## src/shared/acc_consts.vh

```
// Register indices, field positions, reset values and timing counts of the converter control
`ifndef ACC_CONSTS_VH
`define ACC_CONSTS_VH
`define ACC_IDX_CTRL      8'h0a
`define ACC_IDX_AVG       8'h0c
`define ACC_IDX_SAMP      8'h0d
`define ACC_IDX_WINDOW_LOWER_THRESHOLD     8'h0e
`define ACC_IDX_WINDOW_UPPER_THRESHOLD     8'h10
`define ACC_IDX_GAIN      8'h12
`define ACC_IDX_OFFS      8'h14
`define ACC_IDX_TRIG      8'h18
`define ACC_IDX_SYNC      8'h20
`define ACC_IDX_RESULT    8'h24
`define ACC_CTRL_DIFF     0
`define ACC_CTRL_LEFT     1
`define ACC_CTRL_FREE     2
`define ACC_CTRL_CORR     3
`define ACC_CTRL_WMODE_LO 8
`define ACC_CTRL_WMODE_HI 10
`define ACC_CTRL_MASK     16'h373f
`define ACC_AVG_MASK      8'h7f
`define ACC_SAMP_MASK     8'hbf
`define ACC_SAMP_COMPARATOR_OFFSET_COMP  7
`define ACC_GAIN_RST      12'h000
`define ACC_TRIG_START    1
`define ACC_SB_CTRL       3
`define ACC_SB_AVG        4
`define ACC_SB_SAMP       5
`define ACC_SB_WINDOW_LOWER_THRESHOLD      6
`define ACC_SB_WINDOW_UPPER_THRESHOLD      7
`define ACC_SB_GAIN       8
`define ACC_SB_OFFS       9
`define ACC_SB_TRIG       10
`define ACC_CNT_MAX       4'ha
`define ACC_COMPARATOR_OFFSET_COMP_CYC   6'd3
`define ACC_CORR_CYC      6'd13
`define ACC_CONV_CYC      6'd12
`define ACC_PRESCALE      4'd4
`define ACC_WM_ABOVE      3'h1
`define ACC_WM_BELOW      3'h2
`define ACC_WM_INSIDE     3'h3
`define ACC_WM_OUTSIDE    3'h4
`endif

```

## src/hw/acc_conv_ctrl.v

```verilog
// Converter configuration, sequencing and result shaping with an APB register slave
//
// Functional notes
// Correction enable applies gain and offset
// Correction adds 13 converter clocks per conversion
// Continuous bit restarts conversion after each finish
// Justify bit selects right or left alignment
// Differential bit converts positive minus negative input
// Software polls sync flags after config writes
// Division field shifts accumulated sum power-two
// Count field sums two-power samples, max 1024
// Software raises resolution when accumulating wide sums
// Offset compensation fixes sampling at four clocks
// Software never mixes offset compensation, sample length
// Sampling lasts sample length plus one clocks
// Lower threshold bounds window comparison
// Window mode selects above, below, inside, outside; outside here hits only when upper threshold < result < lower threshold
// Upper threshold bounds window comparison
// Gain is one integer, eleven fraction bits
// Offset correction is signed two's complement
// Sum shifted right by division field
//
// Design decision made here: register access over APB.
`timescale 1ns/100ps
`include "acc_consts.vh"
module acc_conv_ctrl (
  input  wire        pclk,
  input  wire        presetn,
  input  wire        psel,
  input  wire        penable,
  input  wire        pwrite,
  input  wire [7:0]  paddr,
  input  wire [31:0] pwdata,
  output reg  [31:0] prdata,
  output reg         pready,
  output reg         pslverr,
  input  wire        start_trig,
  input  wire [11:0] conv_data,
  output reg         sampling_o,
  output reg         differential_o,
  output reg         result_valid_o,
  output reg         window_hit_o
);
  localparam ST_IDLE = 3'd0;
  localparam ST_SAMP = 3'd1;
  localparam ST_CONV = 3'd2;
  localparam ST_CORR = 3'd3;
  localparam ST_ACC  = 3'd4;
  localparam ST_DONE = 3'd5;

  // Signed-or-unsigned limit of the corrected 12-bit value
  function [11:0] corr_fn;
    input [11:0] raw;
    input [11:0] gain;
    input [11:0] offs;
    input        diff;
    reg signed [13:0] d;
    reg signed [27:0] p;
    reg signed [27:0] q;
    begin
      d = $signed({{2{raw[11] & diff}}, raw}) - $signed({{2{offs[11]}}, offs});
      p = d * $signed({2'b00, gain});
      q = p >>> 11;
      if (diff)
        corr_fn = (q > 28'sd2047) ? 12'h7ff : (q < -28'sd2048) ? 12'h800 : q[11:0];
      else
        corr_fn = (q > 28'sd4095) ? 12'hfff : (q < 28'sd0) ? 12'h000 : q[11:0];
    end
  endfunction

  function less_fn;
    input [15:0] a;
    input [15:0] b;
    input        sgn;
    begin
      less_fn = sgn ? ($signed(a) < $signed(b)) : (a < b);
    end
  endfunction

  // Shadow registers written by software, active copies used by the sequencer
  reg  [15:0] ctrl_s_r;
  reg  [7:0]  avg_s_r;
  reg  [7:0]  samp_s_r;
  reg  [15:0] window_lower_threshold_s_r;
  reg  [15:0] window_upper_threshold_s_r;
  reg  [11:0] gain_s_r;
  reg  [11:0] offs_s_r;
  reg  [15:0] ctrl_r;
  reg  [7:0]  avg_r;
  reg  [7:0]  samp_r;
  reg  [15:0] window_lower_threshold_r;
  reg  [15:0] window_upper_threshold_r;
  reg  [11:0] gain_r;
  reg  [11:0] offs_r;
  reg  [10:0] sync_r;
  reg  [10:0] sync_set;
  reg  [15:0] result_r;
  reg  [3:0]  pre_r;
  reg         tick_r;
  reg  [2:0]  st_r;
  reg  [5:0]  cnt_r;
  reg  [10:0] num_r;
  reg  [21:0] acc_r;
  reg  [11:0] raw_r;
  reg         start_r;
  reg  [31:0] rd_nxt;
  reg         err_nxt;
  reg  [21:0] sum_nxt;
  reg  [21:0] div_nxt;
  reg  [15:0] res_nxt;
  reg  [11:0] val_nxt;
  reg         win_nxt;
  wire [7:0]  idx    = {2'b00, paddr[7:2]};
  wire        wr_acc = psel & penable & pready & pwrite;
  wire        diff   = ctrl_r[`ACC_CTRL_DIFF];
  wire [2:0]  wmode  = ctrl_r[`ACC_CTRL_WMODE_HI:`ACC_CTRL_WMODE_LO];
  wire [3:0]  n_code = (avg_r[3:0] > `ACC_CNT_MAX) ? `ACC_CNT_MAX : avg_r[3:0];
  wire [10:0] n_last = (11'h001 << n_code) - 11'h001;
  // Offset compensation wins: sample length is only honoured with it cleared
  wire [5:0]  samp_last = samp_r[`ACC_SAMP_COMPARATOR_OFFSET_COMP] ? `ACC_COMPARATOR_OFFSET_COMP_CYC : samp_r[5:0];

  // Read mux and unmapped-address check
  always @* begin
    rd_nxt  = 32'h0000_0000;
    err_nxt = 1'b0;
    case (idx)
      `ACC_IDX_CTRL:   rd_nxt = {16'h0000, ctrl_s_r};
      `ACC_IDX_AVG:    rd_nxt = {24'h000000, avg_s_r};
      `ACC_IDX_SAMP:   rd_nxt = {24'h000000, samp_s_r};
      `ACC_IDX_WINDOW_LOWER_THRESHOLD:  rd_nxt = {16'h0000, window_lower_threshold_s_r};
      `ACC_IDX_WINDOW_UPPER_THRESHOLD:  rd_nxt = {16'h0000, window_upper_threshold_s_r};
      `ACC_IDX_GAIN:   rd_nxt = {20'h00000, gain_s_r};
      `ACC_IDX_OFFS:   rd_nxt = {20'h00000, offs_s_r};
      `ACC_IDX_TRIG:   rd_nxt = {30'h00000000, start_r, 1'b0};
      `ACC_IDX_SYNC:   rd_nxt = {21'h000000, sync_r};
      `ACC_IDX_RESULT: rd_nxt = {16'h0000, result_r};
      default:         err_nxt = 1'b1;
    endcase
    if (paddr[1:0] != 2'b00)
      err_nxt = 1'b1;
  end

  // Sync flags raised by accepted writes to the config registers and by trigger writes with the start bit set
  always @* begin
    sync_set = 11'h000;
    if (wr_acc && !pslverr) begin
      case (idx)
        `ACC_IDX_CTRL:  sync_set[`ACC_SB_CTRL]  = 1'b1;
        `ACC_IDX_AVG:   sync_set[`ACC_SB_AVG]   = 1'b1;
        `ACC_IDX_SAMP:  sync_set[`ACC_SB_SAMP]  = 1'b1;
        `ACC_IDX_WINDOW_LOWER_THRESHOLD: sync_set[`ACC_SB_WINDOW_LOWER_THRESHOLD] = 1'b1;
        `ACC_IDX_WINDOW_UPPER_THRESHOLD: sync_set[`ACC_SB_WINDOW_UPPER_THRESHOLD] = 1'b1;
        `ACC_IDX_GAIN:  sync_set[`ACC_SB_GAIN]  = 1'b1;
        `ACC_IDX_OFFS:  sync_set[`ACC_SB_OFFS]  = 1'b1;
        `ACC_IDX_TRIG:  sync_set[`ACC_SB_TRIG]  = pwdata[`ACC_TRIG_START];
        default:        sync_set = 11'h000;
      endcase
    end
  end

  // Result shaping: correction, accumulation, division, justification, window
  always @* begin
    val_nxt = ctrl_r[`ACC_CTRL_CORR] ? corr_fn(raw_r, gain_r, offs_r, diff) : raw_r;
    sum_nxt = acc_r + {{10{val_nxt[11] & diff}}, val_nxt};
    // Cast keeps the shift arithmetic inside the mixed-sign select
    div_nxt = diff ? $unsigned($signed(acc_r) >>> avg_r[6:4])
                   : (acc_r >> avg_r[6:4]);
    if (ctrl_r[`ACC_CTRL_LEFT])
      res_nxt = {div_nxt[11:0], 4'h0};
    else
      res_nxt = div_nxt[15:0];
    case (wmode)
      `ACC_WM_ABOVE:   win_nxt = less_fn(window_lower_threshold_r, res_nxt, diff);
      `ACC_WM_BELOW:   win_nxt = less_fn(res_nxt, window_upper_threshold_r, diff);
      `ACC_WM_INSIDE:  win_nxt = less_fn(window_lower_threshold_r, res_nxt, diff) &
                                 less_fn(res_nxt, window_upper_threshold_r, diff);
      `ACC_WM_OUTSIDE: win_nxt = less_fn(window_upper_threshold_r, res_nxt, diff) &
                                 less_fn(res_nxt, window_lower_threshold_r, diff);
      default:         win_nxt = 1'b0;
    endcase
  end

  // APB slave: one wait-free access phase, answer registered in setup
  always @(posedge pclk or negedge presetn) begin
    if (!presetn) begin
      prdata    <= 32'h0000_0000;
      pready    <= 1'b0;
      pslverr   <= 1'b0;
      ctrl_s_r  <= 16'h0000;
      avg_s_r   <= 8'h00;
      samp_s_r  <= 8'h00;
      window_lower_threshold_s_r <= 16'h0000;
      window_upper_threshold_s_r <= 16'h0000;
      gain_s_r  <= `ACC_GAIN_RST;
      offs_s_r  <= 12'h000;
    end else begin
      if (psel && !penable) begin
        pready  <= 1'b1;
        pslverr <= err_nxt;
        prdata  <= (pwrite || err_nxt) ? 32'h0000_0000 : rd_nxt;
      end else begin
        pready  <= 1'b0;
        pslverr <= 1'b0;
      end
      if (wr_acc && !pslverr) begin
        case (idx)
          `ACC_IDX_CTRL:  ctrl_s_r  <= pwdata[15:0] & `ACC_CTRL_MASK;
          `ACC_IDX_AVG:   avg_s_r   <= pwdata[7:0] & `ACC_AVG_MASK;
          `ACC_IDX_SAMP:  samp_s_r  <= pwdata[7:0] & `ACC_SAMP_MASK;
          `ACC_IDX_WINDOW_LOWER_THRESHOLD: window_lower_threshold_s_r <= pwdata[15:0];
          `ACC_IDX_WINDOW_UPPER_THRESHOLD: window_upper_threshold_s_r <= pwdata[15:0];
          `ACC_IDX_GAIN:  gain_s_r  <= pwdata[11:0];
          `ACC_IDX_OFFS:  offs_s_r  <= pwdata[11:0];
          default:        ctrl_s_r  <= ctrl_s_r;
        endcase
      end
    end
  end

  // Converter clock enable and domain transfer of shadows
  always @(posedge pclk or negedge presetn) begin
    if (!presetn) begin
      pre_r   <= 4'd0;
      tick_r  <= 1'b0;
      sync_r  <= 11'h000;
      ctrl_r  <= 16'h0000;
      avg_r   <= 8'h00;
      samp_r  <= 8'h00;
      window_lower_threshold_r <= 16'h0000;
      window_upper_threshold_r <= 16'h0000;
      gain_r  <= `ACC_GAIN_RST;
      offs_r  <= 12'h000;
    end else begin
      pre_r  <= (pre_r == `ACC_PRESCALE - 4'd1) ? 4'd0 : pre_r + 4'd1;
      tick_r <= (pre_r == `ACC_PRESCALE - 4'd1);
      // A write landing on the transfer tick keeps its flag set
      if (tick_r) begin
        sync_r <= sync_set;
        if (sync_r[`ACC_SB_CTRL])  ctrl_r  <= ctrl_s_r;
        if (sync_r[`ACC_SB_AVG])   avg_r   <= avg_s_r;
        if (sync_r[`ACC_SB_SAMP])  samp_r  <= samp_s_r;
        if (sync_r[`ACC_SB_WINDOW_LOWER_THRESHOLD]) window_lower_threshold_r <= window_lower_threshold_s_r;
        if (sync_r[`ACC_SB_WINDOW_UPPER_THRESHOLD]) window_upper_threshold_r <= window_upper_threshold_s_r;
        if (sync_r[`ACC_SB_GAIN])  gain_r  <= gain_s_r;
        if (sync_r[`ACC_SB_OFFS])  offs_r  <= offs_s_r;
      end else begin
        sync_r <= sync_r | sync_set;
      end
    end
  end

  // Conversion sequencer, stepped on converter clock ticks except for the done state, which leaves on the next pclk
  always @(posedge pclk or negedge presetn) begin
    if (!presetn) begin
      st_r           <= ST_IDLE;
      cnt_r          <= 6'd0;
      num_r          <= 11'h000;
      acc_r          <= 22'h000000;
      raw_r          <= 12'h000;
      start_r        <= 1'b0;
      result_r       <= 16'h0000;
      sampling_o     <= 1'b0;
      differential_o <= 1'b0;
      result_valid_o <= 1'b0;
      window_hit_o   <= 1'b0;
    end else begin
      result_valid_o <= 1'b0;
      differential_o <= diff;
      case (st_r)
        ST_IDLE: begin
          if ((start_r || start_trig) && tick_r) begin
            start_r    <= start_r ? 1'b0 : sync_set[`ACC_SB_TRIG];
            st_r       <= ST_SAMP;
            cnt_r      <= samp_last;
            num_r      <= 11'h000;
            acc_r      <= 22'h000000;
            sampling_o <= 1'b1;
          end else if (sync_set[`ACC_SB_TRIG] || start_trig) begin
            start_r <= 1'b1;
          end
        end
        ST_SAMP: begin
          if (tick_r) begin
            if (cnt_r == 6'd0) begin
              st_r       <= ST_CONV;
              cnt_r      <= `ACC_CONV_CYC - 6'd1;
              sampling_o <= 1'b0;
            end else begin
              cnt_r <= cnt_r - 6'd1;
            end
          end
        end
        ST_CONV: begin
          if (tick_r) begin
            if (cnt_r == 6'd0) begin
              raw_r <= conv_data;
              cnt_r <= `ACC_CORR_CYC - 6'd1;
              st_r  <= ctrl_r[`ACC_CTRL_CORR] ? ST_CORR : ST_ACC;
            end else begin
              cnt_r <= cnt_r - 6'd1;
            end
          end
        end
        ST_CORR: begin
          if (tick_r) begin
            if (cnt_r == 6'd0)
              st_r <= ST_ACC;
            else
              cnt_r <= cnt_r - 6'd1;
          end
        end
        ST_ACC: begin
          // Waiting for a tick keeps every later sampling phase full length
          if (tick_r) begin
            acc_r <= sum_nxt;
            if (num_r == n_last) begin
              st_r <= ST_DONE;
            end else begin
              num_r      <= num_r + 11'h001;
              cnt_r      <= samp_last;
              st_r       <= ST_SAMP;
              sampling_o <= 1'b1;
            end
          end
        end
        ST_DONE: begin
          result_r       <= res_nxt;
          window_hit_o   <= win_nxt;
          result_valid_o <= 1'b1;
          st_r           <= ST_IDLE;
          if (ctrl_r[`ACC_CTRL_FREE])
            start_r <= 1'b1;
        end
        default: st_r <= ST_IDLE;
      endcase
    end
  end
endmodule // acc_conv_ctrl

```

## config.mk

```make
export PLATFORM = sky130hd
export DESIGN_NAME = acc_conv_ctrl
export DESIGN_NICKNAME = d
export VERILOG_FILES = /design/src/hw/acc_conv_ctrl.v
export VERILOG_INCLUDE_DIRS = /design/src /design/src/shared
export SDC_FILE = /design/constraint.sdc
export NUM_CORES = 1
export LEC_CHECK = 0
export BUFFER_PORTS_ARGS = -buffer_cell sky130_fd_sc_hd__buf_2
export CORE_ASPECT_RATIO = 0.75
export CORE_MARGIN = 2
export CORE_UTILIZATION = 40
export DETAILED_ROUTE_END_ITERATION = 8
export GPL_TIMING_DRIVEN = 1
export PLACE_DENSITY_LB_ADDON = 0.12
export SLEW_MARGIN = 15
export SYNTH_ARGS = -nofsm -noshare
export SYNTH_HDL_FRONTEND = slang
export SYNTH_SLANG_ARGS = --single-unit
```

## constraint.sdc

```tcl
create_clock -name pclk -period 11.65 [get_ports pclk]
set_clock_uncertainty 0.1 [all_clocks]
set_input_delay 1.165 -clock pclk [delete_from_list [all_inputs] [get_ports pclk]]
set_output_delay 1.165 -clock pclk [all_outputs]
set_load 0.01 [all_outputs]
```

=== Yosys cells after proc, flatten, opt, wreduce, memory -nomap -nowiden ===
Cells that the tools add are included.

* Bits in registers: 285
* Latch bits: 0
* Memory bits (writable): 0
* Memory bits (read-only): 0
* Input bits: 58
* Output and inout port bits: 38
* Memories: 0

* $add $sub $neg: 6
* $mul: 1
* Divide/modulo/power cells: 0
* Magnitude comparators: 13
* Equality and inequality tests: 33
* Shift operators: 3
* Mux-type cells: 72
* Bitwise logic cells: 8
* Reduce and logical (&&, ||, !) cells: 37

{| class="wikitable"
|+ Operator list
! operator !! number
|-
| 16-bit case mux with 10 select lines || 1
|-
| 16-bit < comparator || 8
|-
| 12-bit two-way mux || 6
|-
| 6-bit two-way mux || 10
|-
| 11-bit two-way mux || 5
|-
| 22-bit two-way mux || 2
|-
| 22-bit case mux with 2 select lines || 1
|-
| 16-bit two-way mux || 2
|-
| 32-bit two-way mux || 1
|-
| 3-bit two-way mux || 10
|-
| 6-bit case mux with 5 select lines || 1
|-
| 2-bit AND reduction || 14
|-
| 14-bit by 13-bit multiplier with 27-bit output || 1
|-
| 1-bit two-way mux || 26
|-
| 6-bit by 4-bit == test with 1-bit output, second input constant || 4
|-
| 6-bit by 5-bit == test with 1-bit output, second input constant || 4
|-
| 22-bit adder || 1
|-
| 2-bit != test, second input constant || 11
|-
| 11-bit case mux with 2 select lines || 1
|-
| 22-bit by 3-bit right shift with 16-bit output || 1
|-
| 22-bit by 3-bit >>> shifter with 16-bit output || 1
|-
| 16-bit by 12-bit > comparator with 1-bit output, second input constant || 1
|-
| 16-bit by 13-bit > comparator with 1-bit output, second input constant || 1
|-
| 16-bit by 1-bit < comparator with 1-bit output, second input constant || 1
|-
| other kinds (35) || 59
|}

=== Logic depth before layout (Yosys ltp) ===
Gate-level depths: netlist (run 1).

* Depth after elaboration: 12
* Mapped depth: 50

=== Worst setup path before layout (run 1) ===
Ideal clock, no wire load.

* Path kind: register to register
* Start point: register raw_r[0] (netlist: corr_fn.raw[0])
* End point: register acc_r[20]
* Arrival time: 9.995 ns
* Required time: 11.421 ns
* Path slack: 1.426 ns
* Stages on the path, launching flop included: 50
* Buffers on the path: 1
* Path through: dfrtp_1 inv_1 ha_1 inv_1 fa_1 a21o_1 a21oi_1 o21ai_0 a21oi_1 o21ai_0 a21oi_1 o211ai_1 a21oi_1 o21bai_1 xor2_1 clkbuf_1 nand2_1 fa_1 [14 not listed] xnor2_1 nand4_1 nor2_1 a21oi_1 o22ai_1 ha_1 fa_1 nand3_1 nand2_1 a31oi_1 o21ai_1 a21o_1 a21o_1 a21oi_2 nor3_1 a2111oi_0 xor2_1 o21ai_1

* Word-level cells in the longest chain between the ends: 11

{| class="wikitable"
|+ RTL lines
! element !! line !! text
|-
| start: declaration || acc_conv_ctrl.v:104 || <nowiki>reg [11:0] raw_r;</nowiki>
|-
| start signal: assignment || acc_conv_ctrl.v:296 || <nowiki>raw_r <= conv_data;</nowiki>
|-
| 13-bit by 12-bit subtractor with 14-bit output || acc_conv_ctrl.v:61 || <nowiki>d = $signed({{2{raw[11] & diff}}, raw}) - $signed({{2{offs[11]}}, offs});</nowiki>
|-
| 14-bit by 13-bit multiplier with 27-bit output || acc_conv_ctrl.v:62 || <nowiki>p = d * $signed({2'b00, gain});</nowiki>
|-
| 16-bit by 1-bit < comparator with 1-bit output / 16-bit by 12-bit < comparator with 1-bit output (equally long branches) || acc_conv_ctrl.v:67, acc_conv_ctrl.v:65 ||
|-
| 12-bit two-way mux (on tied branches) (2 in a row) || acc_conv_ctrl.v:67, acc_conv_ctrl.v:65 ||
|-
| 12-bit two-way mux || acc_conv_ctrl.v:64 || <nowiki>if (diff)</nowiki>
|-
| 12-bit two-way mux (*) || acc_conv_ctrl.v:163 || <nowiki>val_nxt = ctrl_r[`ACC_CTRL_CORR] ? corr_fn(raw_r, gain_r, offs_r, diff) : raw_r;</nowiki>
|-
| 1-bit bitwise AND || acc_conv_ctrl.v:164 || <nowiki>sum_nxt = acc_r + {{10{val_nxt[11] & diff}}, val_nxt};</nowiki>
|-
| 22-bit adder (*) || acc_conv_ctrl.v:164 ||
|-
| 22-bit two-way mux (*) || acc_conv_ctrl.v:314 || <nowiki>if (tick_r) begin</nowiki>
|-
| 22-bit case mux with 2 select lines (*) || acc_conv_ctrl.v:269 || <nowiki>case (st_r)</nowiki>
|-
| end signal: assignment || acc_conv_ctrl.v:315 || <nowiki>acc_r <= sum_nxt;</nowiki>
|-
| end: declaration || acc_conv_ctrl.v:103 || <nowiki>reg [21:0] acc_r;</nowiki>
|}

Every way passes the cells marked *; elsewhere a longest branch is shown, timed or not. The select of a mux whose other input is x is not followed.
A chain may end at the register's enable or synchronous reset.

=== Worst setup path in the final report (run 1) ===
* Start point: register raw_r[0] (netlist: corr_fn.raw[0])
* End point: register acc_r[21]

The elaborated chain is that of the path after synthesis.

==> qor.json, run 1 <==
{
  "cts": {
    "cts-root-to-sink-buffers": 3,
    "cts_tree": "done",
    "clock_tree.root_cell": "clkbuf_16",
    "cts.clk_slew.worst_paths_ns": 0.07,
    "cts.sink_count": 264,
    "post_cts_hold_buffer_count": 0,
    "htreeDepth": 1,
    "cts-buffers-inserted": 26,
    "worst_skew_pair.late_latency_ns": 0.56
  },
  "die": {
    "floorplan.io_pins": 96,
    "fp.coreArea_um2": 54300,
    "floorplan.die_area_um2": 56500,
    "initial_core_util": 0.403,
    "chipHeight_um": 206,
    "std_cell_rows": 74,
    "chipWidth_um": 274
  },
  "critical_path": {
    "critical_path.n_buffers_inverters": 7,
    "worst_setup_path_startpoint": "corr_fn.raw[0]",
    "cp_data_arrival_time_ns": 11.30,
    "reg2regPathDepth": 48,
    "path_class": "reg -> reg",
    "critical_path.reg2reg.endpoint": "acc_r[21]",
    "critPathRequiredTime_ns": 11.99,
    "critical-path-top-delay-family": "compound AO/OA/AOI/OAI gates",
    "worst_path_slowest_cell": "fa_1",
    "setup.worst_path.start_class": "flop",
    "worstSetupPathDepth": 48,
    "largest_stage_delay_on_the_critical_path_ns": 0.54,
    "regToRegStartpoint": "corr_fn.raw[0]",
    "worstSetupEndpointType": "flop",
    "worst-r2r-setup-slack_ns": 0.69,
    "critical_path.max_fanout": 6
  },
  "synthesis": {
    "synth.area.top_cells": "dfrtp_1 (30%), fa_1 (14%), mux2_2 (9.6%), ha_1 (9.5%), inv_1 (5.4%)",
    "yosys_most_used_dff": "dfrtp_1",
    "yosys.area.top_type_share": 0.302,
    "count_of_flip_flops_with_a_built_in_enable_after_synthesis": 0,
    "syn-instance-count": 2242,
    "syn_avg_cell_area_um2": 9.75,
    "netlist.top_cell.by_area": "dfrtp_1",
    "yosys_register_bits": 264,
    "ys_types": 79,
    "yosys_warnings": 0,
    "synth_area_um2": 21900,
    "synth_async_sr_flop_share": 1.00,
    "synth.yosys.seq_area_share": 0.302
  },
  "sta": {
    "setup_violations_final": 0,
    "final_cycle_utilization_of_the_critical_path": 0.941,
    "setup_slack_ns": 0.690,
    "f_max_mhz": 91.2,
    "drv_slew": 0,
    "slew_headroom": 0.228,
    "worstMarginPinSlew_ns": 1.15,
    "final_period_minus_worst_setup_slack_ns": 10.96,
    "hold_viol": 0,
    "totalNegativeSetupSlack_ns": 0,
    "unrepaired_setup_endpoints_after_global_routing": "no"
  },
  "cells_and_area": {
    "final_area_um2": 24100,
    "area_delta_synth_final_pct": 10.4,
    "layout.cells.most_common": "inv_1",
    "fill_cells": 5257,
    "mostFrequentLayoutCells": "inv_1 (316), dfrtp_1 (264), nand2_1 (202)",
    "layout_cells_sized_above_1": 0.167,
    "nets": 2669
  },
  "routing": {
    "top_sig_layer": "met4",
    "route.detailed.drc": 0,
    "drt-initial-drc-count": 993,
    "first_pass_iters": 7,
    "wl_um": 57800,
    "wl_met3_um": 2980,
    "wl_per_cell_um": 19.1,
    "dr_total_vias": 16000,
    "m1WireLength_um": 29200,
    "detailroute.wirelength.met2_um": 24800,
    "ant_nets": 0,
    "vias_per_cell": 5.29
  },
  "power": {
    "powerDensity_nw_per_um2": 129,
    "peak_supply_drop_mv": 0.103,
    "power.leakage_uw": 0.0121,
    "design_power_total_uw": 3120
  },
  "worst_hold_path": {
    "hold_class": "reg -> reg",
    "hold-path-endpoint": "pre_r[0]",
    "holdPathStages": 1,
    "hold_path_startpoint": "pre_r[0]"
  },
  "placed_design": {
    "post-place-ws_ns": 0.0733,
    "place.gp.congestion": 0.851,
    "placed_cell_area_um2": 23000,
    "dp_hpwl_um": 44600,
    "place.port_buffers": 63
  },
  "global_route": {
    "first_global_vias": 16100,
    "globalRoute.totalOverflow": 0,
    "grt_util_all_layers": 0.210,
    "maximum_number_of_pins_on_one_net_before_global_route_repair": 172,
    "grt_pass1_wl_um": 92500,
    "grt_antenna_before_repair": 0
  },
  "run_status": {
    "outcome": "complete, no violations"
  },
  "run": {
    "max-cap-violations": 0
  }
}
per-stage QoR:
step	hold WS, ns	utilization	instances
2_1_floorplan	0.333	-	2257
3_3_place_gp	0.345	0.424	2979
3_5_place_dp	0.352	0.424	2979
4_1_cts	0.359	0.442	3024
5_1_grt	0.392	0.445	3029
6_report	0.355	0.445	3030
cell type report:
type	count	area, um2	share of cell area
tap	722	903	0.0375
timing repair buffer	105	653	0.0271
clock inverter	10	236	0.00980
multi-input combinational	1577	13800	0.572
sequential	264	6610	0.274
inverter	316	1190	0.0492
clock buffer	35	734	0.0304
antenna	1	2.50	0.000104
worst max-delay path by stage:
stage | to | slack (ns)
5_1_grt | acc_r[20] | 0.02
3_5_place_dp | acc_r[20] | 0.07
2_1_floorplan | acc_r[20] | 1.43
6_report | acc_r[21] | 0.69
4_1_cts | acc_r[20] | 0.03
3_3_place_gp | acc_r[20] | 0.26
timing repair:
action | 4_1_cts | 5_1_grt
setup buffers | 0 | 5
resized for setup | 0 | 26
endpoints found under the setup margin | 0 | 10
hold endpoints to repair | 0 | 0
registers in the layout, summed over array words and instances, names as in the netlist, 16 cells and up:
register and flops:
window_lower_threshold_s_r 16, acc_r 22, result_r 16, window_upper_threshold_s_r 16, window_lower_threshold_r 16, window_upper_threshold_r 16, prdata 16
cells by family after synthesis:
| family | share of synthesized area |
|---|---|
| buffers and inverters | 0.0749 |
| and+or+nand+nor | 0.125 |
| xor gates and xnor gates | 0.0268 |
| AOI/OAI and AO/OA | 0.113 |
| other | 0.000172 |
| muxes | 0.121 |
| DFF | 0.302 |
| adders and majority gates | 0.237 |
synth_stat cells (all sizes together), types with 9 or more instances:
cell type and count:
a211oi 11, a21o 33, a21oi 101, a221oi 13, a222oi 9, a22oi 10
a31oi 12, and2 81, and3 18, buf 31, clkbuf 69, dfrtp 264
fa 155, ha 166, inv 316, mux2 187, mux2i 33, mux4 9
nand2 202, nand2b 16, nand3 28, nand4 15, nor2 99, nor2b 29
nor3 27, o211ai 10, o21a 17, o21ai 123, or3 11, xnor2 40
xor2 27
per-layer routing:
metal  track usage  up-vias
li1              -     7570
met4        0.0314        0
met3        0.0347       49
met1         0.320     8078
met5             0        -
met2         0.318      329
power by group:
group          internal, uW  total [uW]  switching (uW)
sequential              981        1070            92.3
clock                   596         971             375
combinational           392        1080             687
Note: power is estimated with default switching activity, not from simulation.
==> inputs of run 2 (changes only) <==
ABC_AREA = 1   (was default)
==> qor.json, run 2 <==
{
  "run_status": {
    "outcome": {"value": "complete, no violations", "change": "unchanged"}
  },
  "critical_path": {
    "worst-r2r-setup-slack": {"value": 1.18, "unit": "ns", "change": "was 0.69 ns"},
    "critPathRequiredTime": {"value": 12.06, "unit": "ns", "change": "was 11.99 ns"},
    "critical-path-top-delay-family": {"value": "adder cells", "change": "was compound AO/OA/AOI/OAI gates"},
    "setup.worst_path.start_class": {"value": "flop", "change": "unchanged"},
    "cp_data_arrival_time": {"value": 10.88, "unit": "ns", "change": "was 11.30 ns"},
    "critical_path.n_buffers_inverters": {"value": 7, "change": "unchanged"},
    "cp-endpoint": {"value": "acc_r[18]", "change": "was acc_r[21]"},
    "reg2regPathDepth": {"value": 55, "change": "was 48"},
    "worst_setup_path_startpoint": {"value": "corr_fn.raw[2]", "change": "was corr_fn.raw[0]"},
    "cp_common_cell": "nand2_1",
    "regToRegStartpoint": {"value": "corr_fn.raw[2]", "change": "was corr_fn.raw[0]"},
    "largest_stage_delay_on_the_critical_path": {"value": 0.80, "unit": "ns", "change": "was 0.54 ns"},
    "worstSetupEndpointType": {"value": "flop", "change": "unchanged"},
    "critical_path.reg2reg.endpoint": {"value": "acc_r[18]", "change": "was acc_r[21]"},
    "path_class": {"value": "reg -> reg", "change": "unchanged"},
    "critical_path.max_fanout": {"value": 15, "change": "was 6"},
    "worst_path_slowest_cell": {"value": "fa_2", "change": "was fa_1"},
    "worstSetupPathDepth": {"value": 55, "change": "was 48"}
  },
  "die": {
    "initial_core_util": {"value": 0.403, "change": "about the same"},
    "std_cell_rows": {"value": 75, "change": "was 74"},
    "chipHeight": {"value": 209, "unit": "um", "change": "was 206 um"},
    "chipWidth": {"value": 277, "unit": "um", "change": "was 274 um"},
    "floorplan.die_area": {"value": 57800, "unit": "um2", "change": "was 56500 um2"},
    "fp.coreArea": {"value": 55600, "unit": "um2", "change": "was 54300 um2"},
    "floorplan.io_pins": {"value": 96, "change": "unchanged"}
  },
  "cells_and_area": {
    "diodes": {"value": 0, "change": "was 1"},
    "largest_register_ffs": {"value": 22, "change": "unchanged"},
    "fill_cells": {"value": 5692, "change": "was 5257"},
    "layout_cells_sized_above_1": {"value": 0.0589, "change": "was 0.167"},
    "layout.cells.most_common": {"value": "nand2_1", "change": "was inv_1"},
    "area_delta_synth_final": {"value": 8.91, "unit": "%", "change": "was 10.4%"},
    "final_cell_count_no_fill": {"value": 3721, "change": "was 3030"},
    "nets": {"value": 3348, "change": "was 2669"},
    "multiInputGateArea": {"value": 13200, "unit": "um2", "change": "was 13800 um2"},
    "regMostFlops": {"value": "acc_r", "change": "unchanged"},
    "mostFrequentLayoutCells": {"value": "nand2_1 (689), inv_1 (556), o21ai_0 (301)", "change": "was inv_1 (316), dfrtp_1 (264), nand2_1 (202)"},
    "fin_util": {"value": 0.438, "change": "was 0.445"},
    "final_area": {"value": 24400, "unit": "um2", "change": "was 24100 um2"},
    "register_area": {"value": 6610, "unit": "um2", "change": "unchanged"}
  },
  "cts": {
    "cts.sink_count": {"value": 264, "change": "unchanged"},
    "worst_skew_pair.late_latency": {"value": 0.58, "unit": "ns", "change": "was 0.56 ns"},
    "clock_tree.root_cell": {"value": "clkbuf_16", "change": "unchanged"},
    "cts_tree": {"value": "done", "change": "unchanged"},
    "cts.clk_slew.worst_paths": {"value": 0.07, "unit": "ns", "change": "about the same"},
    "cts-buffers-inserted": {"value": 27, "change": "was 26"},
    "cts-root-to-sink-buffers": {"value": 3, "change": "unchanged"},
    "htreeDepth": {"value": 1, "change": "unchanged"},
    "total_setup_buffers_inserted_after_cts": {"value": 0, "change": "unchanged"}
  },
  "sta": {
    "hold_viol": {"value": 0, "change": "unchanged"},
    "setup_violations_final": {"value": 0, "change": "unchanged"},
    "hold_slack": {"value": 0.362, "unit": "ns", "change": "was 0.355 ns"},
    "drv_slew": {"value": 0, "change": "unchanged"},
    "worstMarginPinSlew": {"value": 1.32, "unit": "ns", "change": "was 1.15 ns"},
    "f_max": {"value": 95.5, "unit": "MHz", "change": "was 91.2 MHz"},
    "unrepaired_setup_endpoints_after_global_routing": {"value": "no", "change": "unchanged"},
    "final_cycle_utilization_of_the_critical_path": {"value": 0.899, "change": "was 0.941"},
    "final_period_minus_worst_setup_slack": {"value": 10.47, "unit": "ns", "change": "was 10.96 ns"},
    "slew_headroom": {"value": 0.108, "change": "was 0.228"},
    "totalNegativeSetupSlack": {"value": 0, "unit": "ns", "change": "unchanged"}
  },
  "synthesis": {
    "yosys.area.top_type_share": {"value": 0.295, "change": "was 0.302"},
    "syn-instance-count": {"value": 2939, "change": "was 2242"},
    "ys_types": {"value": 56, "change": "was 79"},
    "synth_area": {"value": 22400, "unit": "um2", "change": "was 21900 um2"},
    "syn_avg_cell_area": {"value": 7.61, "unit": "um2", "change": "was 9.75 um2"},
    "most_used_standard_cell_by_instance_count_after_synthesis": {"value": "nand2_1", "change": "was inv_1"},
    "synth.area.top_cells": {"value": "dfrtp_1 (30%), fa_1 (14%), nand2_1 (12%), inv_1 (9.3%), ha_1 (9.3%)", "change": "was dfrtp_1 (30%), fa_1 (14%), mux2_2 (9.6%), ha_1 (9.5%), inv_1 (5.4%)"},
    "synth.yosys.seq_area_share": {"value": 0.295, "change": "was 0.302"},
    "netlist.top_cell.by_area": {"value": "dfrtp_1", "change": "unchanged"},
    "synth_async_sr_flop_share": {"value": 1.00, "change": "unchanged"},
    "count_of_flip_flops_with_a_built_in_enable_after_synthesis": {"value": 0, "change": "unchanged"},
    "yosys_register_bits": {"value": 264, "change": "unchanged"},
    "yosys_most_used_dff": {"value": "dfrtp_1", "change": "unchanged"},
    "synth_commonest_cells": {"value": "nand2_1 (689), inv_1 (556), o21ai_0 (301), dfrtp_1 (264), nor2_1 (216)", "change": "was inv_1 (316), dfrtp_1 (264), nand2_1 (202), mux2_2 (187), ha_1 (166)"},
    "yosys_warnings": {"value": 0, "change": "unchanged"}
  },
  "worst_hold_path": {
    "hold_class": {"value": "reg -> reg", "change": "unchanged"}
  },
  "power": {
    "clkPwrFrac": {"value": 0.306, "change": "was 0.311"},
    "cellInternalPower": {"value": 1960, "unit": "uW", "change": "was 1970 uW"},
    "net_switching_power": {"value": 1310, "unit": "uW", "change": "was 1150 uW"},
    "peak_supply_drop": {"value": 0.116, "unit": "mV", "change": "was 0.103 mV"},
    "powerDensity": {"value": 134, "unit": "nW/um2", "change": "was 129 nW/um2"},
    "netSwitchingFraction": {"value": 0.401, "change": "was 0.370"},
    "seq_power_share": {"value": 0.332, "change": "was 0.344"},
    "power.leakage": {"value": 0.0123, "unit": "uW", "change": "was 0.0121 uW"},
    "p_comb_frac": {"value": 0.363, "change": "was 0.345"}
  },
  "placed_design": {
    "place.port_buffers": {"value": 63, "change": "unchanged"},
    "placed_cell_area": {"value": 23300, "unit": "um2", "change": "was 23000 um2"},
    "place.gp.congestion": {"value": 0.952, "change": "was 0.851"},
    "dp_cells": {"value": 3671, "change": "was 2979"},
    "dp_hpwl": {"value": 54100, "unit": "um", "change": "was 44600 um"}
  },
  "routing": {
    "first_pass_iters": {"value": 5, "change": "was 7"},
    "wl": {"value": 68000, "unit": "um", "change": "was 57800 um"},
    "vias_per_cell": {"value": 5.12, "change": "was 5.29"},
    "route.detailed.drc": {"value": 0, "change": "unchanged"},
    "drt-initial-drc-count": {"value": 1688, "change": "was 993"},
    "dr_total_vias": {"value": 19100, "change": "was 16000"},
    "wl_per_cell": {"value": 18.3, "unit": "um", "change": "was 19.1 um"},
    "ant_nets": {"value": 0, "change": "unchanged"}
  },
  "global_route": {
    "grt_antenna_before_repair": {"value": 0, "change": "unchanged"},
    "grt_pass1_wl": {"value": 107000, "unit": "um", "change": "was 92500 um"},
    "grt_util_all_layers": {"value": 0.238, "change": "was 0.210"},
    "first_global_vias": {"value": 18500, "change": "was 16100"},
    "globalRoute.totalOverflow": {"value": 0, "change": "unchanged"},
    "maximum_number_of_pins_on_one_net_before_global_route_repair": {"value": 151, "change": "was 172"}
  },
  "run": {
    "max-cap-violations": {"value": 0, "change": "unchanged"}
  }
}
## run 2: changes by cell type after synthesis, moves of 19 or more
cell | previous run | this run
nand2_1 | 202 | 689
inv_1 | 316 | 556
o21ai_0 | 114 | 301
mux2_2 | 187 | 11
nor2_1 | 96 | 216
and2_1 | 81 | 2
nand3_1 | 28 | 89
a21oi_1 | 99 | 143
a21o_1 | 33 | 2
mux2i_1 | 33 | 2
nor2b_1 | 29 | 0
xnor2_1 | 40 | 11
o22ai_1 | 8 | 27
## run 2: area by class of cell
class / instances / share of cell area
Multi-Input combinational cell: 2030 / 0.544
Sequential cell: 264 / 0.271
Inverter: 569 / 0.0877
Tap cell: 731 / 0.0376
Clock buffer: 38 / 0.0323
Timing Repair Buffer: 77 / 0.0182
Clock inverter: 12 / 0.00950
## run 2: logic make-up (layout without fill, tap and decap cells)
logic type      after synthesis  count (layout)  synth area share
compound gates              548             548             0.133
flops                       264             264             0.295
simple gates               1084            1084             0.198
mux                          13              13           0.00643
other cells                   1              16          0.000168
fa+ha+maj                   321             321             0.232
xor+xnor                     48              48            0.0191
buf+inv                     660             696             0.116
## run 2: how the worst min path moves through the flow
| stage | end | cells after the start | start | slack, ns |
|---|---|---|---|---|
| after floorplan | differential_o | 0 | ctrl_r[0] | 0.25 |
| after global placement | pre_r[0] | 1 | pre_r[0] | 0.35 |
| after detailed placement | pre_r[0] | 1 | pre_r[0] | 0.35 |
| after CTS | pre_r[0] | 1 | pre_r[0] | 0.36 |
| after global routing | pre_r[0] | 1 | pre_r[0] | 0.39 |
| final | pre_r[0] | 1 | pre_r[0] | 0.36 |
## run 2: worst register-to-register path: cells and delay by family (launching register included)
kind | cells | cell delay, ns
simple gates | 28 | 2.81
buf+inv | 7 | 0.53
flops | 1 | 0.41
compound gates | 11 | 2.28
fa+ha+maj | 9 | 4.28
## run 2: timing repair
| item | in CTS | in global routing |
|---|---|---|
| endpoints found under the hold margin | 0 | 0 |
| setup endpoints to repair | 0 | 1 |
| hold buffers | 0 | 0 |
| resized for setup | 0 | 1 |
## run 2: stage by stage
step | setup WS [ns] | power [uW]
6_report | 1.18 | 3270
4_1_cts | 1.02 | 3280
2_1_floorplan | 3.08 | 1860
5_1_grt | 0.166 | 3490
3_3_place_gp | 1.24 | 2250
3_5_place_dp | 1.06 | 2270
## run 2: routing by layer
| layer | vias up | part of all wire | global-route usage |
|---|---|---|---|
| li1 | 9261 | - | - |
| met1 | 9181 | 0.52 | 0.382 |
| met2 | 569 | 0.38 | 0.325 |
| met3 | 57 | 0.083 | 0.0576 |
| met4 | 2 | 0.012 | 0.0296 |
| met5 | - | 0.0016 | 0.0141 |
## run 2: power by group through the flow
stage          clock network [uW]  registers (uW)  logic (uW)
6_report                     1000            1090        1190
5_1_grt                      1060            1090        1330
4_1_cts                      1020            1080        1170
3_5_place_dp                    0            1100        1170
3_3_place_gp                    0            1100        1160
2_1_floorplan                   0            1060         804
==> inputs of run 3 (changes only) <==
ABC_AREA = 0   (was 1)
PLACE_DENSITY = 0.62   (was default)
PLACE_DENSITY_LB_ADDON = default   (was 0.12)
==> qor.json, run 3 (synthesis results as in run 1) <==
{
  "run_status": {
    "outcome": {"value": "complete, no violations", "change": "unchanged"}
  },
  "sta": {
    "worstMarginPinSlew": {"value": 1.01, "unit": "ns", "change": "was 1.32 ns"},
    "totalNegativeSetupSlack": {"value": 0, "unit": "ns", "change": "unchanged"},
    "final_period_minus_worst_setup_slack": {"value": 11.00, "unit": "ns", "change": "was 10.47 ns"},
    "final_cycle_utilization_of_the_critical_path": {"value": 0.944, "change": "was 0.899"},
    "slew_headroom": {"value": 0.308, "change": "was 0.108"},
    "f_max": {"value": 90.9, "unit": "MHz", "change": "was 95.5 MHz"},
    "hold_viol": {"value": 0, "change": "unchanged"},
    "drv_slew": {"value": 0, "change": "unchanged"},
    "setup_violations_final": {"value": 0, "change": "unchanged"}
  },
  "placed_design": {
    "placed_cell_area": {"value": 22900, "unit": "um2", "change": "was 23300 um2"},
    "place.port_buffers": {"value": 63, "change": "unchanged"},
    "dp_hpwl": {"value": 43200, "unit": "um", "change": "was 54100 um"},
    "place.gp.congestion": {"value": 0.883, "change": "was 0.952"}
  },
  "worst_hold_path": {
    "hold_class": {"value": "reg -> reg", "change": "unchanged"}
  },
  "cells_and_area": {
    "nets": {"value": 2663, "change": "was 3348"},
    "final_area": {"value": 24000, "unit": "um2", "change": "was 24400 um2"},
    "area_delta_synth_final": {"value": 9.73, "unit": "%", "change": "was 8.91%"},
    "fill_cells": {"value": 5196, "change": "was 5692"},
    "largest_register_ffs": {"value": 22, "change": "unchanged"},
    "mostFrequentLayoutCells": {"value": "inv_1 (316), dfrtp_1 (264), nand2_1 (202)", "change": "was nand2_1 (689), inv_1 (556), o21ai_0 (301)"},
    "diodes": {"value": 0, "change": "unchanged"},
    "multiInputGateArea": {"value": 13900, "unit": "um2", "change": "was 13200 um2"},
    "register_area": {"value": 6610, "unit": "um2", "change": "unchanged"},
    "layout_cells_sized_above_1": {"value": 0.167, "change": "was 0.0589"},
    "layout.cells.most_common": {"value": "inv_1", "change": "was nand2_1"},
    "regMostFlops": {"value": "acc_r", "change": "unchanged"}
  },
  "power": {
    "powerDensity": {"value": 125, "unit": "nW/um2", "change": "was 134 nW/um2"},
    "peak_supply_drop": {"value": 0.102, "unit": "mV", "change": "was 0.116 mV"},
    "power.leakage": {"value": 0.0120, "unit": "uW", "change": "was 0.0123 uW"}
  },
  "cts": {
    "htreeDepth": {"value": 1, "change": "unchanged"},
    "cts-root-to-sink-buffers": {"value": 3, "change": "unchanged"},
    "worst_skew_pair.late_latency": {"value": 0.55, "unit": "ns", "change": "was 0.58 ns"},
    "cts.clk_slew.worst_paths": {"value": 0.07, "unit": "ns", "change": "about the same"},
    "cts.sink_count": {"value": 264, "change": "unchanged"},
    "cts-buffers-inserted": {"value": 27, "change": "unchanged"},
    "clock_tree.root_cell": {"value": "clkbuf_16", "change": "unchanged"},
    "cts_tree": {"value": "done", "change": "unchanged"}
  },
  "critical_path": {
    "setup.worst_path.start_class": {"value": "flop", "change": "unchanged"},
    "critPathRequiredTime": {"value": 11.99, "unit": "ns", "change": "was 12.06 ns"},
    "worst-r2r-setup-slack": {"value": 0.65, "unit": "ns", "change": "was 1.18 ns"},
    "critical_path.n_buffers_inverters": {"value": 7, "change": "unchanged"},
    "path_class": {"value": "reg -> reg", "change": "unchanged"},
    "cp_data_arrival_time": {"value": 11.34, "unit": "ns", "change": "was 10.88 ns"},
    "worstSetupEndpointType": {"value": "flop", "change": "unchanged"},
    "worst_path_slowest_cell": {"value": "fa_1", "change": "was fa_2"},
    "critical_path.max_fanout": {"value": 8, "change": "was 15"},
    "critical-path-top-delay-family": {"value": "adder cells", "change": "unchanged"},
    "largest_stage_delay_on_the_critical_path": {"value": 0.53, "unit": "ns", "change": "was 0.80 ns"}
  },
  "global_route": {
    "grt_antenna_before_repair": {"value": 0, "change": "unchanged"},
    "globalRoute.totalOverflow": {"value": 0, "change": "unchanged"},
    "first_global_vias": {"value": 16400, "change": "was 18500"},
    "maximum_number_of_pins_on_one_net_before_global_route_repair": {"value": 109, "change": "was 151"},
    "grt_util_all_layers": {"value": 0.202, "change": "was 0.238"},
    "grt_pass1_wl": {"value": 90200, "unit": "um", "change": "was 107000 um"}
  },
  "routing": {
    "dr_total_vias": {"value": 16200, "change": "was 19100"},
    "first_pass_iters": {"value": 5, "change": "unchanged"},
    "wl_per_cell": {"value": 18.6, "unit": "um", "change": "was 18.3 um"},
    "wl": {"value": 56200, "unit": "um", "change": "was 68000 um"},
    "drt-initial-drc-count": {"value": 1166, "change": "was 1688"},
    "vias_per_cell": {"value": 5.36, "change": "was 5.12"},
    "route.detailed.drc": {"value": 0, "change": "unchanged"},
    "ant_nets": {"value": 0, "change": "unchanged"}
  },
  "die": {
    "floorplan.io_pins": {"value": 96, "change": "unchanged"},
    "floorplan.die_area": {"value": 56500, "unit": "um2", "change": "was 57800 um2"},
    "fp.coreArea": {"value": 54300, "unit": "um2", "change": "was 55600 um2"},
    "chipWidth": {"value": 274, "unit": "um", "change": "was 277 um"},
    "chipHeight": {"value": 206, "unit": "um", "change": "was 209 um"},
    "std_cell_rows": {"value": 74, "change": "was 75"},
    "initial_core_util": {"value": 0.403, "change": "about the same"}
  },
  "run": {
    "max-cap-violations": {"value": 0, "change": "unchanged"}
  }
}
==> run 3: cell count changes in the layout (fill, tap and decap cells not counted), sizes merged, moves of 45 or more <==
cell,before,now
mux2,11,187
inv,560,319
o21ai,304,123
and2,2,81
nand2,694,202
nor2,223,99
a21oi,146,101
nand3,92,28
==> run 3: layer usage <==
layer  share of wire  GRT usage  up-vias
met5               0          0        -
li1                -          -     7556
met1            0.47      0.290     8138
met2            0.44      0.316      438
met4           0.024     0.0439        0
met3           0.063     0.0393       82
==> run 3: power breakdown <==
part           total [uW]  internal (uW)  switching [uW]
logic                1080            397             681
clock network         846            467             379
registers            1070            981            89.5
total                2990           1840            1150
==> run 3: final cells by class <==
cell class,count,share of cell area
Timing Repair Buffer,98,0.0245
Tap cell,722,0.0377
Sequential cell,264,0.275
Inverter,316,0.0495
Multi-Input combinational cell,1577,0.578
Clock buffer,38,0.0307
Clock inverter,12,0.00423
==> run 3: stage by stage <==
step                      worst slack [ns]  power (uW)  hold WS, ns  instances   util
after floorplan                       1.43        1970        0.333       2257      -
after global placement               0.232        2080        0.343       2973  0.423
after detailed placement             0.126        2110        0.361       2973  0.423
after CTS                           0.0734        2960        0.374       3023  0.438
after global routing               -0.0535        3170        0.394       3027  0.442
final                                0.648        2990        0.368       3027  0.442
==> run 3: worst paths after layout <==
path                                      from  depth (start not counted)          to
worst max-delay path            corr_fn.raw[0]                         46   acc_r[21]
worst min-delay path                 prdata[8]                          1   prdata[8]
worst max register to register  corr_fn.raw[0]                         46   acc_r[21]
worst min register to register       prdata[8]                          1   prdata[8]
max in group asynchronous              presetn                          2  prdata[10]
min in group asynchronous              presetn                          1    num_r[4]
==> run 3: what timing repair did <==
item / 4_1_cts / 5_1_grt
hold endpoints to repair: 0 / 0
buffers inserted: 0 / 4
endpoints found under the setup margin: 0 / 11
resized for setup: 0 / 37
hold buffers: 0 / 0
==> run 3: worst register-to-register path, delay by kind of cell, from the launching register on <==
kind,cells,cell delay [ns]
AOI/OAI and AO/OA,19,3.63
xor gates and xnor gates,1,0.27
adders and majority gates,9,3.78
buffers and inverters,7,0.62
DFF,1,0.37
muxes,1,0.35
and+or+nand+nor,9,1.76
